### src/mwl_pkg.sv
// shared offsets, field positions and reset values of the window latch block
package mwl_pkg;
  // register offsets
  localparam logic [7:0] OUT_SRC_ADDR = 8'h2d;
  localparam logic [7:0] IN_SRC_ADDR  = 8'h2e;
  localparam logic [7:0] CFG_ADDR     = 8'h2f;
  // configuration fields
  localparam int CFG_OUT_LATCH = 7;
  localparam int CFG_IN_LATCH  = 6;
  localparam int CFG_OUT_EN_LO = 3;
  localparam int CFG_IN_EN_LO  = 0;
  // source register fields: event active on top, axis flags on odd bits
  localparam int SRC_EA        = 7;
  localparam int SRC_X         = 5;
  localparam int SRC_Y         = 3;
  localparam int SRC_Z         = 1;
  // configuration reset values, chosen by the boot strap, and the unmapped read value
  localparam logic [7:0] CFG_RST_LOW  = 8'h00;
  localparam logic [7:0] CFG_RST_HIGH = 8'h38;
  localparam logic [7:0] RD_UNMAPPED  = 8'h00;
endpackage

### src/mwl_dbnc_if.sv
// debounce request and answer between the latch block and its counter
`timescale 1ns/1ns
interface mwl_dbnc_if #(parameter int CW = 8);
  logic          tick;
  logic          cond;
  logic [CW-1:0] limit;
  logic          reached;
  modport cnt  (input tick, input cond, input limit, output reached);
  modport user (output tick, output cond, output limit, input reached);
endinterface

### src/mwl_debounce.sv
// sample-cycle debounce counter for one window condition
`timescale 1ns/1ns
module mwl_debounce #(
  parameter int CW = 8
) (
  // clock and reset
  input  wire logic clk,
  input  wire logic rst,
  // request and answer
  mwl_dbnc_if.cnt   db
);
  logic [CW-1:0] cnt_ff;
  logic [CW-1:0] nxt_cnt;
  logic [CW:0]   cnt_inc;

  // the count saturates so a long condition never wraps back to zero
  always_comb begin
    cnt_inc = {1'b0, cnt_ff} + {{CW{1'b0}}, 1'b1};
    nxt_cnt = cnt_ff;
    if (db.tick) begin
      if (!db.cond) begin
        nxt_cnt = '0;
      end else if (!cnt_inc[CW]) begin
        nxt_cnt = cnt_inc[CW-1:0];
      end
    end
  end

  // counts the present sample too, so a limit of zero passes at once
  assign db.reached = db.cond && (cnt_inc >= {1'b0, db.limit});

  always_ff @(posedge clk or posedge rst) begin
    if (rst) begin
      cnt_ff <= '0;
    end else begin
      cnt_ff <= nxt_cnt;
    end
  end
endmodule

### src/mwl_latch.sv
// window event flag latching and axis selection with its register port
`timescale 1ns/1ns
module mwl_latch #(
  parameter int DW = 12,
  parameter int CW = 8
) (
  // clock and reset
  input  wire logic          clk,
  input  wire logic          rst,
  // boot strap level
  input  wire logic          boot_strap_select,
  // register port
  input  wire logic [7:0]    reg_addr,
  input  wire logic [7:0]    reg_wdata,
  input  wire logic          reg_wr,
  input  wire logic          reg_rd,
  output logic      [7:0]    reg_rdata,
  // sample data and detector settings
  input  wire logic          sample_tick,
  input  wire logic [DW-1:0] x_data,
  input  wire logic [DW-1:0] y_data,
  input  wire logic [DW-1:0] z_data,
  input  wire logic [DW-1:0] upper_threshold,
  input  wire logic [DW-1:0] lower_threshold,
  input  wire logic [CW-1:0] inside_debounce_count,
  input  wire logic [CW-1:0] outside_debounce_count,
  input  wire logic          inside_logic_select,
  // event outputs and configuration mirror
  output logic               inside_window_event_active,
  output logic               outside_window_event_active,
  output logic      [2:0]    axis_inside_window_flags,
  output logic      [2:0]    axis_outside_window_flags,
  output logic      [7:0]    change_detect_axis_latch_config
);
  // signed window test shared by all three axes
  function automatic logic in_window(input logic [DW-1:0] d,
                                     input logic [DW-1:0] u,
                                     input logic [DW-1:0] l);
    in_window = ($signed(d) < $signed(u)) && ($signed(d) > $signed(l));
  endfunction

  function automatic logic [7:0] src_word(input logic       ea,
                                          input logic [2:0] f);
    src_word = '0;
    src_word[mwl_pkg::SRC_EA] = ea;
    src_word[mwl_pkg::SRC_X]  = f[2];
    src_word[mwl_pkg::SRC_Y]  = f[1];
    src_word[mwl_pkg::SRC_Z]  = f[0];
  endfunction

  logic [7:0] cfg_ff;
  logic [7:0] nxt_cfg;
  logic       strap_done_ff;
  logic       nxt_strap_done;
  logic [2:0] in_flags_ff;
  logic [2:0] nxt_in_flags;
  logic [2:0] out_flags_ff;
  logic [2:0] nxt_out_flags;
  logic       in_ea_ff;
  logic       nxt_in_ea;
  logic       out_ea_ff;
  logic       nxt_out_ea;
  logic       in_arm_ff;
  logic       nxt_in_arm;
  logic       out_arm_ff;
  logic       nxt_out_arm;
  logic [7:0] rdata_ff;
  logic [7:0] nxt_rdata;

  logic [2:0] axis_in;
  logic [2:0] axis_out;
  logic [2:0] in_en;
  logic [2:0] out_en;
  logic       in_latch;
  logic       out_latch;
  logic       in_cond;
  logic       out_cond;
  logic       in_qual;
  logic       out_qual;
  logic       rd_in_src;
  logic       rd_out_src;
  logic       in_rise;
  logic       out_rise;

  mwl_dbnc_if #(.CW(CW)) in_db ();
  mwl_dbnc_if #(.CW(CW)) out_db ();

  // bit order x, y, z from high to low matches the enable fields
  assign axis_in[2] = in_window(x_data, upper_threshold, lower_threshold);
  assign axis_in[1] = in_window(y_data, upper_threshold, lower_threshold);
  assign axis_in[0] = in_window(z_data, upper_threshold, lower_threshold);
  assign axis_out   = ~axis_in;

  assign in_en     = cfg_ff[mwl_pkg::CFG_IN_EN_LO +: 3];
  assign out_en    = cfg_ff[mwl_pkg::CFG_OUT_EN_LO +: 3];
  assign in_latch  = cfg_ff[mwl_pkg::CFG_IN_LATCH];
  assign out_latch = cfg_ff[mwl_pkg::CFG_OUT_LATCH];

  // disabled axes count as inside for all-logic and as absent for any-logic
  assign in_cond = (|in_en) && (inside_logic_select ?
                   &(axis_in | ~in_en) : |(axis_in & in_en));
  assign out_cond = |(axis_out & out_en);

  assign in_db.tick   = sample_tick;
  assign in_db.cond   = in_cond;
  assign in_db.limit  = inside_debounce_count;
  assign out_db.tick  = sample_tick;
  assign out_db.cond  = out_cond;
  assign out_db.limit = outside_debounce_count;

  mwl_debounce #(.CW(CW)) u_in_db (
    .clk (clk),
    .rst (rst),
    .db  (in_db.cnt)
  );

  mwl_debounce #(.CW(CW)) u_out_db (
    .clk (clk),
    .rst (rst),
    .db  (out_db.cnt)
  );

  assign in_qual  = sample_tick && in_db.reached;
  assign out_qual = sample_tick && out_db.reached;
  // the host must read axis flags before the source word; that read clears them when latching is on
  assign rd_in_src  = reg_rd && (reg_addr == mwl_pkg::IN_SRC_ADDR);
  assign rd_out_src = reg_rd && (reg_addr == mwl_pkg::OUT_SRC_ADDR);
  assign in_rise    = in_qual && in_arm_ff;
  assign out_rise   = out_qual && out_arm_ff;

  // configuration and read port
  always_comb begin
    nxt_cfg        = cfg_ff;
    nxt_strap_done = 1'b1;
    nxt_rdata      = rdata_ff;
    if (!strap_done_ff) begin
      nxt_cfg = boot_strap_select ? mwl_pkg::CFG_RST_HIGH
                                  : mwl_pkg::CFG_RST_LOW;
    end else if (reg_wr && (reg_addr == mwl_pkg::CFG_ADDR)) begin
      nxt_cfg = reg_wdata;
    end
    if (reg_rd) begin
      if (reg_addr == mwl_pkg::CFG_ADDR) begin
        nxt_rdata = cfg_ff;
      end else if (reg_addr == mwl_pkg::IN_SRC_ADDR) begin
        nxt_rdata = src_word(in_ea_ff, in_flags_ff);
      end else if (reg_addr == mwl_pkg::OUT_SRC_ADDR) begin
        nxt_rdata = src_word(out_ea_ff, out_flags_ff);
      end else begin
        nxt_rdata = mwl_pkg::RD_UNMAPPED;
      end
    end
  end

  // inside event and flags; a new capture wins over a clearing read
  always_comb begin
    nxt_in_ea    = in_ea_ff;
    nxt_in_arm   = in_arm_ff;
    nxt_in_flags = in_flags_ff;
    if (in_latch) begin
      if (in_rise) begin
        nxt_in_ea    = 1'b1;
        nxt_in_arm   = 1'b0;
        nxt_in_flags = axis_in;
      end else begin
        if (rd_in_src) begin
          nxt_in_ea    = 1'b0;
          nxt_in_flags = '0;
        end
        if (sample_tick && !in_db.reached) begin
          nxt_in_arm = 1'b1;
        end
      end
    end else begin
      nxt_in_arm = 1'b1;
      if (sample_tick) begin
        nxt_in_ea = in_db.reached;
        if (in_db.reached || (inside_debounce_count == '0)) begin
          nxt_in_flags = axis_in;
        end
      end
    end
  end

  // outside event and flags; latched flags gather until the source read
  always_comb begin
    nxt_out_ea    = out_ea_ff;
    nxt_out_arm   = out_arm_ff;
    nxt_out_flags = out_flags_ff;
    if (out_latch) begin
      if (rd_out_src) begin
        nxt_out_ea    = 1'b0;
        nxt_out_flags = '0;
      end
      if (out_rise) begin
        nxt_out_ea    = 1'b1;
        nxt_out_arm   = 1'b0;
        nxt_out_flags = nxt_out_flags | (axis_out & out_en);
      end else if (sample_tick && !out_db.reached) begin
        nxt_out_arm = 1'b1;
      end
    end else begin
      nxt_out_arm = 1'b1;
      if (sample_tick) begin
        nxt_out_ea    = out_db.reached;
        nxt_out_flags = axis_out & out_en;
      end
    end
  end

  // asynchronous reset loads constants; the strap is caught after release
  always_ff @(posedge clk or posedge rst) begin
    if (rst) begin
      cfg_ff        <= mwl_pkg::CFG_RST_LOW;
      strap_done_ff <= 1'b0;
      in_flags_ff   <= '0;
      out_flags_ff  <= '0;
      in_ea_ff      <= 1'b0;
      out_ea_ff     <= 1'b0;
      in_arm_ff     <= 1'b1;
      out_arm_ff    <= 1'b1;
      rdata_ff      <= '0;
    end else begin
      cfg_ff        <= nxt_cfg;
      strap_done_ff <= nxt_strap_done;
      in_flags_ff   <= nxt_in_flags;
      out_flags_ff  <= nxt_out_flags;
      in_ea_ff      <= nxt_in_ea;
      out_ea_ff     <= nxt_out_ea;
      in_arm_ff     <= nxt_in_arm;
      out_arm_ff    <= nxt_out_arm;
      rdata_ff      <= nxt_rdata;
    end
  end

  assign reg_rdata                       = rdata_ff;
  assign inside_window_event_active      = in_ea_ff;
  assign outside_window_event_active     = out_ea_ff;
  // a flag of a disabled inside axis carries no meaning and reads as raw
  assign axis_inside_window_flags        = in_flags_ff;
  assign axis_outside_window_flags       = out_flags_ff;
  assign change_detect_axis_latch_config = cfg_ff;
endmodule

### config.mk
export PLATFORM = sky130hd
export DESIGN_NAME = mwl_latch
export DESIGN_NICKNAME = d
export VERILOG_FILES = /design/src/mwl_pkg.sv /design/src/mwl_dbnc_if.sv /design/src/mwl_debounce.sv /design/src/mwl_latch.sv
export SDC_FILE = /design/constraint.sdc
export NUM_CORES = 1
export LEC_CHECK = 0
export BUFFER_PORTS_ARGS = -buffer_cell sky130_fd_sc_hd__buf_2
export CAP_MARGIN = 20
export CELL_PAD_IN_SITES_DETAIL_PLACEMENT = 1
export CELL_PAD_IN_SITES_GLOBAL_PLACEMENT = 1
export CORE_MARGIN = 2
export CORE_UTILIZATION = 39
export DETAILED_ROUTE_END_ITERATION = 8
export PLACE_DENSITY = 0.83
export SYNTH_ARGS = -nofsm -noshare
export SYNTH_HDL_FRONTEND = slang
export SYNTH_SLANG_ARGS = --single-unit
### constraint.sdc
create_clock -name clk -period 3.1 [get_ports clk]
set_input_delay 0.465 -clock clk [delete_from_list [all_inputs] [get_ports clk]]
set_output_delay 0.465 -clock clk [all_outputs]
set_load 0.02 [all_outputs]
## Word level (Yosys, flattened, before mapping)

Cells that the tools add are included.

| operators by class | value |
|---|---|
| equality and inequality tests | 10 |
| muxes and demuxes | 35 |
| add/sub/neg operators | 2 |
| bitwise logic cells | 6 |
| magnitude comparators | 8 |
| reduce and logical (&&, ||, !) cells | 31 |
| shift-type cells | 0 |
| multiply operators | 0 |
| divide/modulo/power cells | 0 |

Operator list:

| kind | number |
|---|---|
| two-way mux 8 bit | 9 |
| > comparator 12 bit | 3 |
| less-than comparator 12 bit | 3 |
| two-way mux 3 bit | 10 |
| equality test 8 x 6 -> 1 bit (second input constant) | 3 |
| adder 8 x 1 -> 9 bit (second input constant) | 2 |
| greater-or-equal comparator 9 x 8 -> 1 bit | 2 |
| logical AND 1 bit | 15 |
| two-way mux 1 bit | 15 |
| inequality test 3 x 1 -> 1 bit (second input constant) | 4 |
| OR reduction 3 bit | 3 |
| logical NOT 8 bit | 1 |
| AND reduction 2 bit | 4 |
| AND 3 bit | 2 |
| two-way mux 6 bit | 1 |
| inverter 3 bit | 2 |
| OR 3 bit | 2 |
| AND reduction 3 bit | 2 |
| nonzero test 2 bit | 3 |
| inequality test 2 bit (second input constant) | 2 |
| logical NOT 1 bit | 2 |
| inequality test 2 x 1 -> 1 bit (second input constant) | 1 |
| logical OR 1 bit | 1 |

| storage, ports and cells | value |
|---|---|
| input port bits | 99 |
| register bits | 43 |
| word-level logic and storage cells | 103 |
| memories | 0 |
| bits in latches | 0 |
| output and inout bits | 24 |
| bits in writable memories | 0 |
| bits in read-only memories | 0 |

## Logic depth before layout (Yosys ltp)

| logic depth | value |
|---|---|
| depth in word-level cells | 12 |
| mapped depth | 12 |
| depth with buffers taken out | 11 |

## Cells and area by module

A second synthesis with hierarchy kept.

| second synthesis, totals | value |
|---|---|
| cell total of the unflattened synthesis | 500 |
| area, all modules | 4245.3 um^2 |

By module, submodules not included:

| module | seq. area each (um^2) | times used | cells each | area each (um^2) |
|---|---|---|---|---|
| mwl_latch | 678.2 | 1 | 344 | 2939.1 |
| mwl_debounce | 200.2 | 2 | 78 | 653.1 |

## Least setup slack after synthesis

OpenSTA, ideal clock, no wires.

| timing path | value |
|---|---|
| path type | input-to-reg |
| from | input port upper_threshold[7] |
| to | register u_out_db.cnt_ff[0] |
| setup slack | 0.097 ns |
| arrival | 2.879 ns |
| path buffers | 0 |
| setup time | 0.125 ns |
| stages | 11 |
| data required time | 2.975 ns |
| cells stage by stage | inv_1 > ha_1 > a21o_1 > a21o_1 > a311oi_1 > o21ai_1 > a211o_1 > a222oi_1 > nand2b_1 > nor2_1 > mux2_2 |

| on the way | value |
|---|---|
| word-level cells in the longest chain between the ends | 7 |
| elaborated cells on any way between the ends | 12 |
| classes of those cells | 3 x order compare; 1 x eq/ne; 1 x mux; 2 x bitwise; 5 x reduce/logical |

RTL lines:

| element | line | RTL |
|---|---|---|
| start, declared | mwl_latch.sv:23 | `input wire logic [DW-1:0] upper_threshold,` |
| less-than comparator 12 bit | mwl_latch.sv:39 | `in_window = ($signed(d) < $signed(u)) && ($signed(d) > $signed(l));` |
| logical AND 1 bit | mwl_latch.sv:39 |  |
| inverter 3 bit (*) | mwl_latch.sv:92 | `assign axis_out = ~axis_in;` |
| AND 3 bit (*) | mwl_latch.sv:102 | `assign out_cond = \|(axis_out & out_en);` |
| OR reduction 3 bit (*) | mwl_latch.sv:102 |  |
| inequality test 2 bit (no source line) | - |  |
| AND reduction 2 bit (no source line) | - |  |
| end signal, assigned | mwl_debounce.sv:36 | `cnt_ff <= nxt_cnt;` |
| end, declared | mwl_debounce.sv:12 | `logic [CW-1:0] cnt_ff;` |

Every way passes the cells marked *; elsewhere a longest branch is shown, timed or not.
A chain may end at the register's enable or synchronous reset.

## Worst setup path after layout

| timing path | value |
|---|---|
| from | input port upper_threshold[7] |
| to | register in_flags_ff[2], in the netlist axis_inside_window_flags[2] |

| on the way | value |
|---|---|
| word-level cells in the longest chain between the ends | 11 |
| elaborated cells on any way between the ends | 23 |
| classes of those cells | 3 x order compare; 1 x eq/ne; 5 x mux; 2 x bitwise; 12 x reduce/logical |

RTL lines:

| element | line | RTL |
|---|---|---|
| less-than comparator 12 bit | mwl_latch.sv:39 |  |
| logical AND 1 bit | mwl_latch.sv:39 |  |
| AND 3 bit / OR 3 bit (equally long branches) | mwl_latch.sv:101 | `&(axis_in \| ~in_en) : \|(axis_in & in_en));` |
| OR reduction 3 bit / AND reduction 3 bit (equally long branches) | mwl_latch.sv:101 |  |
| two-way mux 1 bit | mwl_latch.sv:100 | `assign in_cond = (\|in_en) && (inside_logic_select ?` |
| logical AND 1 bit | mwl_latch.sv:100 |  |
| logical AND 1 bit | mwl_debounce.sv:30 | `assign db.reached = db.cond && (cnt_inc >= {1'b0, db.limit});` |
| logical AND 1 bit | mwl_latch.sv:123 | `assign in_qual = sample_tick && in_db.reached;` |
| logical AND 1 bit | mwl_latch.sv:128 | `assign in_rise = in_qual && in_arm_ff;` |
| inequality test 3 x 1 -> 1 bit (no source line) / two-way mux 3 bit (equally long branches) | - |  |
| AND reduction 3 bit (no source line) / two-way mux 3 bit (equally long branches) | - |  |
| end signal, assigned | mwl_latch.sv:226 | `in_flags_ff <= nxt_in_flags;` |
| end, declared | mwl_latch.sv:55 | `logic [2:0] in_flags_ff;` |

Several ways; a longest one is shown, not always the timed one. The select of a mux whose other input is x is not followed.

==> results.ini <==
[outcome]
status=finished, final reports clean

[clock_network]
clkTransAtPathRegs_ns=0.09
cts_sinks=43
cts_root_buf=clkbuf_8
postCtsSetupRepairBufs=0
cts_made_buffers=5
htreeDepth=2
clock_latency_ns=0.30
cts_tree=yes
cts.path.max_buffers=2
cts_hold_buf=0

[yosys]
synth.largest_area_cell=ha_1
ys_seq_elements=43
syn-num-nets=681
synth_edf_count=0
synth_cell_types=60
synth_cells=495
yosysSeqAreaShare_pct=25.1
synth_area_sq_um=4290
yosys.area.top_type_share_pct=25.4
synthTopCellsByArea=ha_1, dfrtp_1, inv_1
synthFlopType=dfrtp_1
avgSynthCellArea_sq_um=8.67
yosys_warnings=0
async_flop_share_pct=100

[detailed_routing]
ant_nets=0
drc=0
wire_per_inst_um=17.3
first_pass_iters=4
vias_per_cell=5.55
vias=4356
first_iter_violations=126
drt-total-wl_mm=13.6

[pwr]
power.density_nw_per_um2=314
p_total_mw=1.68
combPwrFrac_pct=35.5
p_sw_share_pct=33.4
ir_worst_vdd_uv=204
internal_power_mw=1.12
power_leakage_nw=2.91
sequentialPowerShare_pct=38.6
p_clk_share_pct=25.9
p_sw_mw=0.562

[timing]
slew_violations=0
min_period_over_period_pct=96.8
tightest_slew_ns=0.634
max_slew_margin_pct=57.6
clock_skew_ns=0.0125
setup_viol=0
fin_crit_ns=3.00
hold_ws_ns=0.300
setup_slack_ns=0.0993
hold_viol=0
max_clock_freq_mhz=333

[floorplan]
fp.dieW_um=109
fp-row-count=38
start_util_pct=39.8
design.die.area_sq_um=11900
die_h_um=109
io_pins=123
coreArea_sq_um=10800

[flow_run]
cap_violations=0

[finish]
nFillCells=1347
fin_util_pct=49.8
register_area_sq_um=1080
nets=828
fin_area_sq_um=5370
multi_input_area_sq_um=2960
area_growth_pct=25.2
layout-drive-gt1-share_pct=26.6

[worst_setup_path]
max_stage_delay_ns=0.38
path_delay_family=compound AO/OA/AOI/OAI gates
r2r_slack_ns=0.32
crit_top_cell=a21o_1
crit_path_start_kind=primary input
cp_max_fo=9
r2r_cells=9
criticalPathCategory=in -> reg
end_kind=register
critPathBufInv=3
critPathArrivalTime_ns=3.19
cp.required_ns=3.29
worstSetupPathDepth=13
worstPathCellList=buf_2 -> inv_1 -> ha_1 -> a21o_1 -> a21o_1 -> a311oi_2 -> o21ai_1 -> a211o_1 -> a32oi_1 -> a22oi_1 -> buf_4 -> or2_2 -> a311o_1
cp_slowest_cell=a211o_1

[global_route]
grt_usage_pct=23.5
antenna_found_initial=2
grt_pass1_wl_mm=22.0
grt_max_degree=44
grt_pass1_vias=4607
grt_overflow=0

[placement]
port_buffers=122
dp_hpwl_mm=11.3
post_dp_cell_area_sq_um=5250
pre_cts_ws_ns=-0.300
place_congestion=0.918

[min_path]
worstHoldPathType=in -> async

==> worst min-delay path, delay by kind of cell <==
| family | cells | cell delay [ns] |
|---|---|---|
| buffers and inverters | 3 | 0.60 |
==> repair_timing <==
item,CTS,global route
endpoints found under the hold margin,0,0
gates resized for setup,0,5
endpoints found under the setup margin,0,12
==> routing by layer <==
layer	GRT usage, %	wire [um]
met5	0	13
met4	4.95	159
met3	3.53	492
met2	42.7	6860
met1	29.2	6030
==> power by group through the flow <==
stage | combinational, mW | sequential [mW] | clock (mW)
detailed placement | 0.595 | 0.660 | 0
CTS | 0.598 | 0.649 | 0.444
floorplan | 0.341 | 0.660 | 0
finish | 0.597 | 0.650 | 0.437
global placement | 0.557 | 0.657 | 0
global route | 0.678 | 0.657 | 0.470
==> flip-flops by register name, summed over array words and instances, names as in the netlist, 3 cells and up <==
register and flops:
axis_inside_window_flags 3, u_in_db.cnt_ff 8, axis_outside_window_flags 3, u_out_db.cnt_ff 8
change_detect_axis_latch_config 8, reg_rdata 8
==> per-stage QoR <==
step	instances	setup TNS (ns)
2_1_floorplan	495	0
3_3_place_gp	775	-1.44
3_5_place_dp	775	-2.53
4_1_cts	783	0
5_1_grt	784	-0.0798
6_report	785	0
==> cells by family (layout without fill, tap and decap cells) <==
group	Yosys count	count (layout)	synth area share, %
compound gates	139	139	22.3
xor+xnor	12	12	2.45
fa+ha+maj	87	87	25.4
buf+inv	70	218	6.15
flops	43	43	25.1
mux	16	16	3.91
other cells	1	3	0.0874
simple gates	127	127	14.6
==> Yosys cell counts, drive strengths merged (6+ instances only) <==
cell type and n:
o22ai 6, nor2b 11, nor2 31, nand4 12, a22o 9, nand2 33, mux2i 10, nand3 15
xnor2 6, mux2 6, a21oi 30, clkbuf 6, o21ai 24, o211ai 10, inv 60, ha 87
dfrtp 41, a21o 12, xor2 6
==> layout make-up <==
cell class	instances	area share, %
Multi-Input combinational cell	382	55.1
Sequential cell	43	20.1
Timing Repair Buffer	150	15.3
Inverter	60	4.19
Tap cell	140	3.26
Clock buffer	7	1.42
Clock inverter	1	0.559
Antenna cell	2	0.0932
==> layout by cell type (no fill, tap or decap), types with 9 or more instances in the layout <==
cell	n
dfrtp_1	41
a22o_1	9
nor2b_1	11
ha_1	87
inv_1	60
o21ai_0	22
nand3_1	15
nand4_1	12
a21o_1	12
buf_2	122
nor2_1	31
buf_4	28
mux2i_1	10
o211ai_1	10
a21oi_1	30
nand2_1	33
==> worst paths after layout <==
kind | from | to
max in group asynchronous | rst | change_detect_axis_latch_config[1]
worst max register to register | u_in_db.cnt_ff[0] | axis_inside_window_flags[2]
min in group clk | reg_wdata[7] | change_detect_axis_latch_config[7]
worst min register to register | reg_rdata[2] | reg_rdata[2]
worst max-delay path | upper_threshold[7] | axis_inside_window_flags[2]
worst min-delay path | rst | u_in_db.cnt_ff[0]
Power figures use the tool's default switching activity.
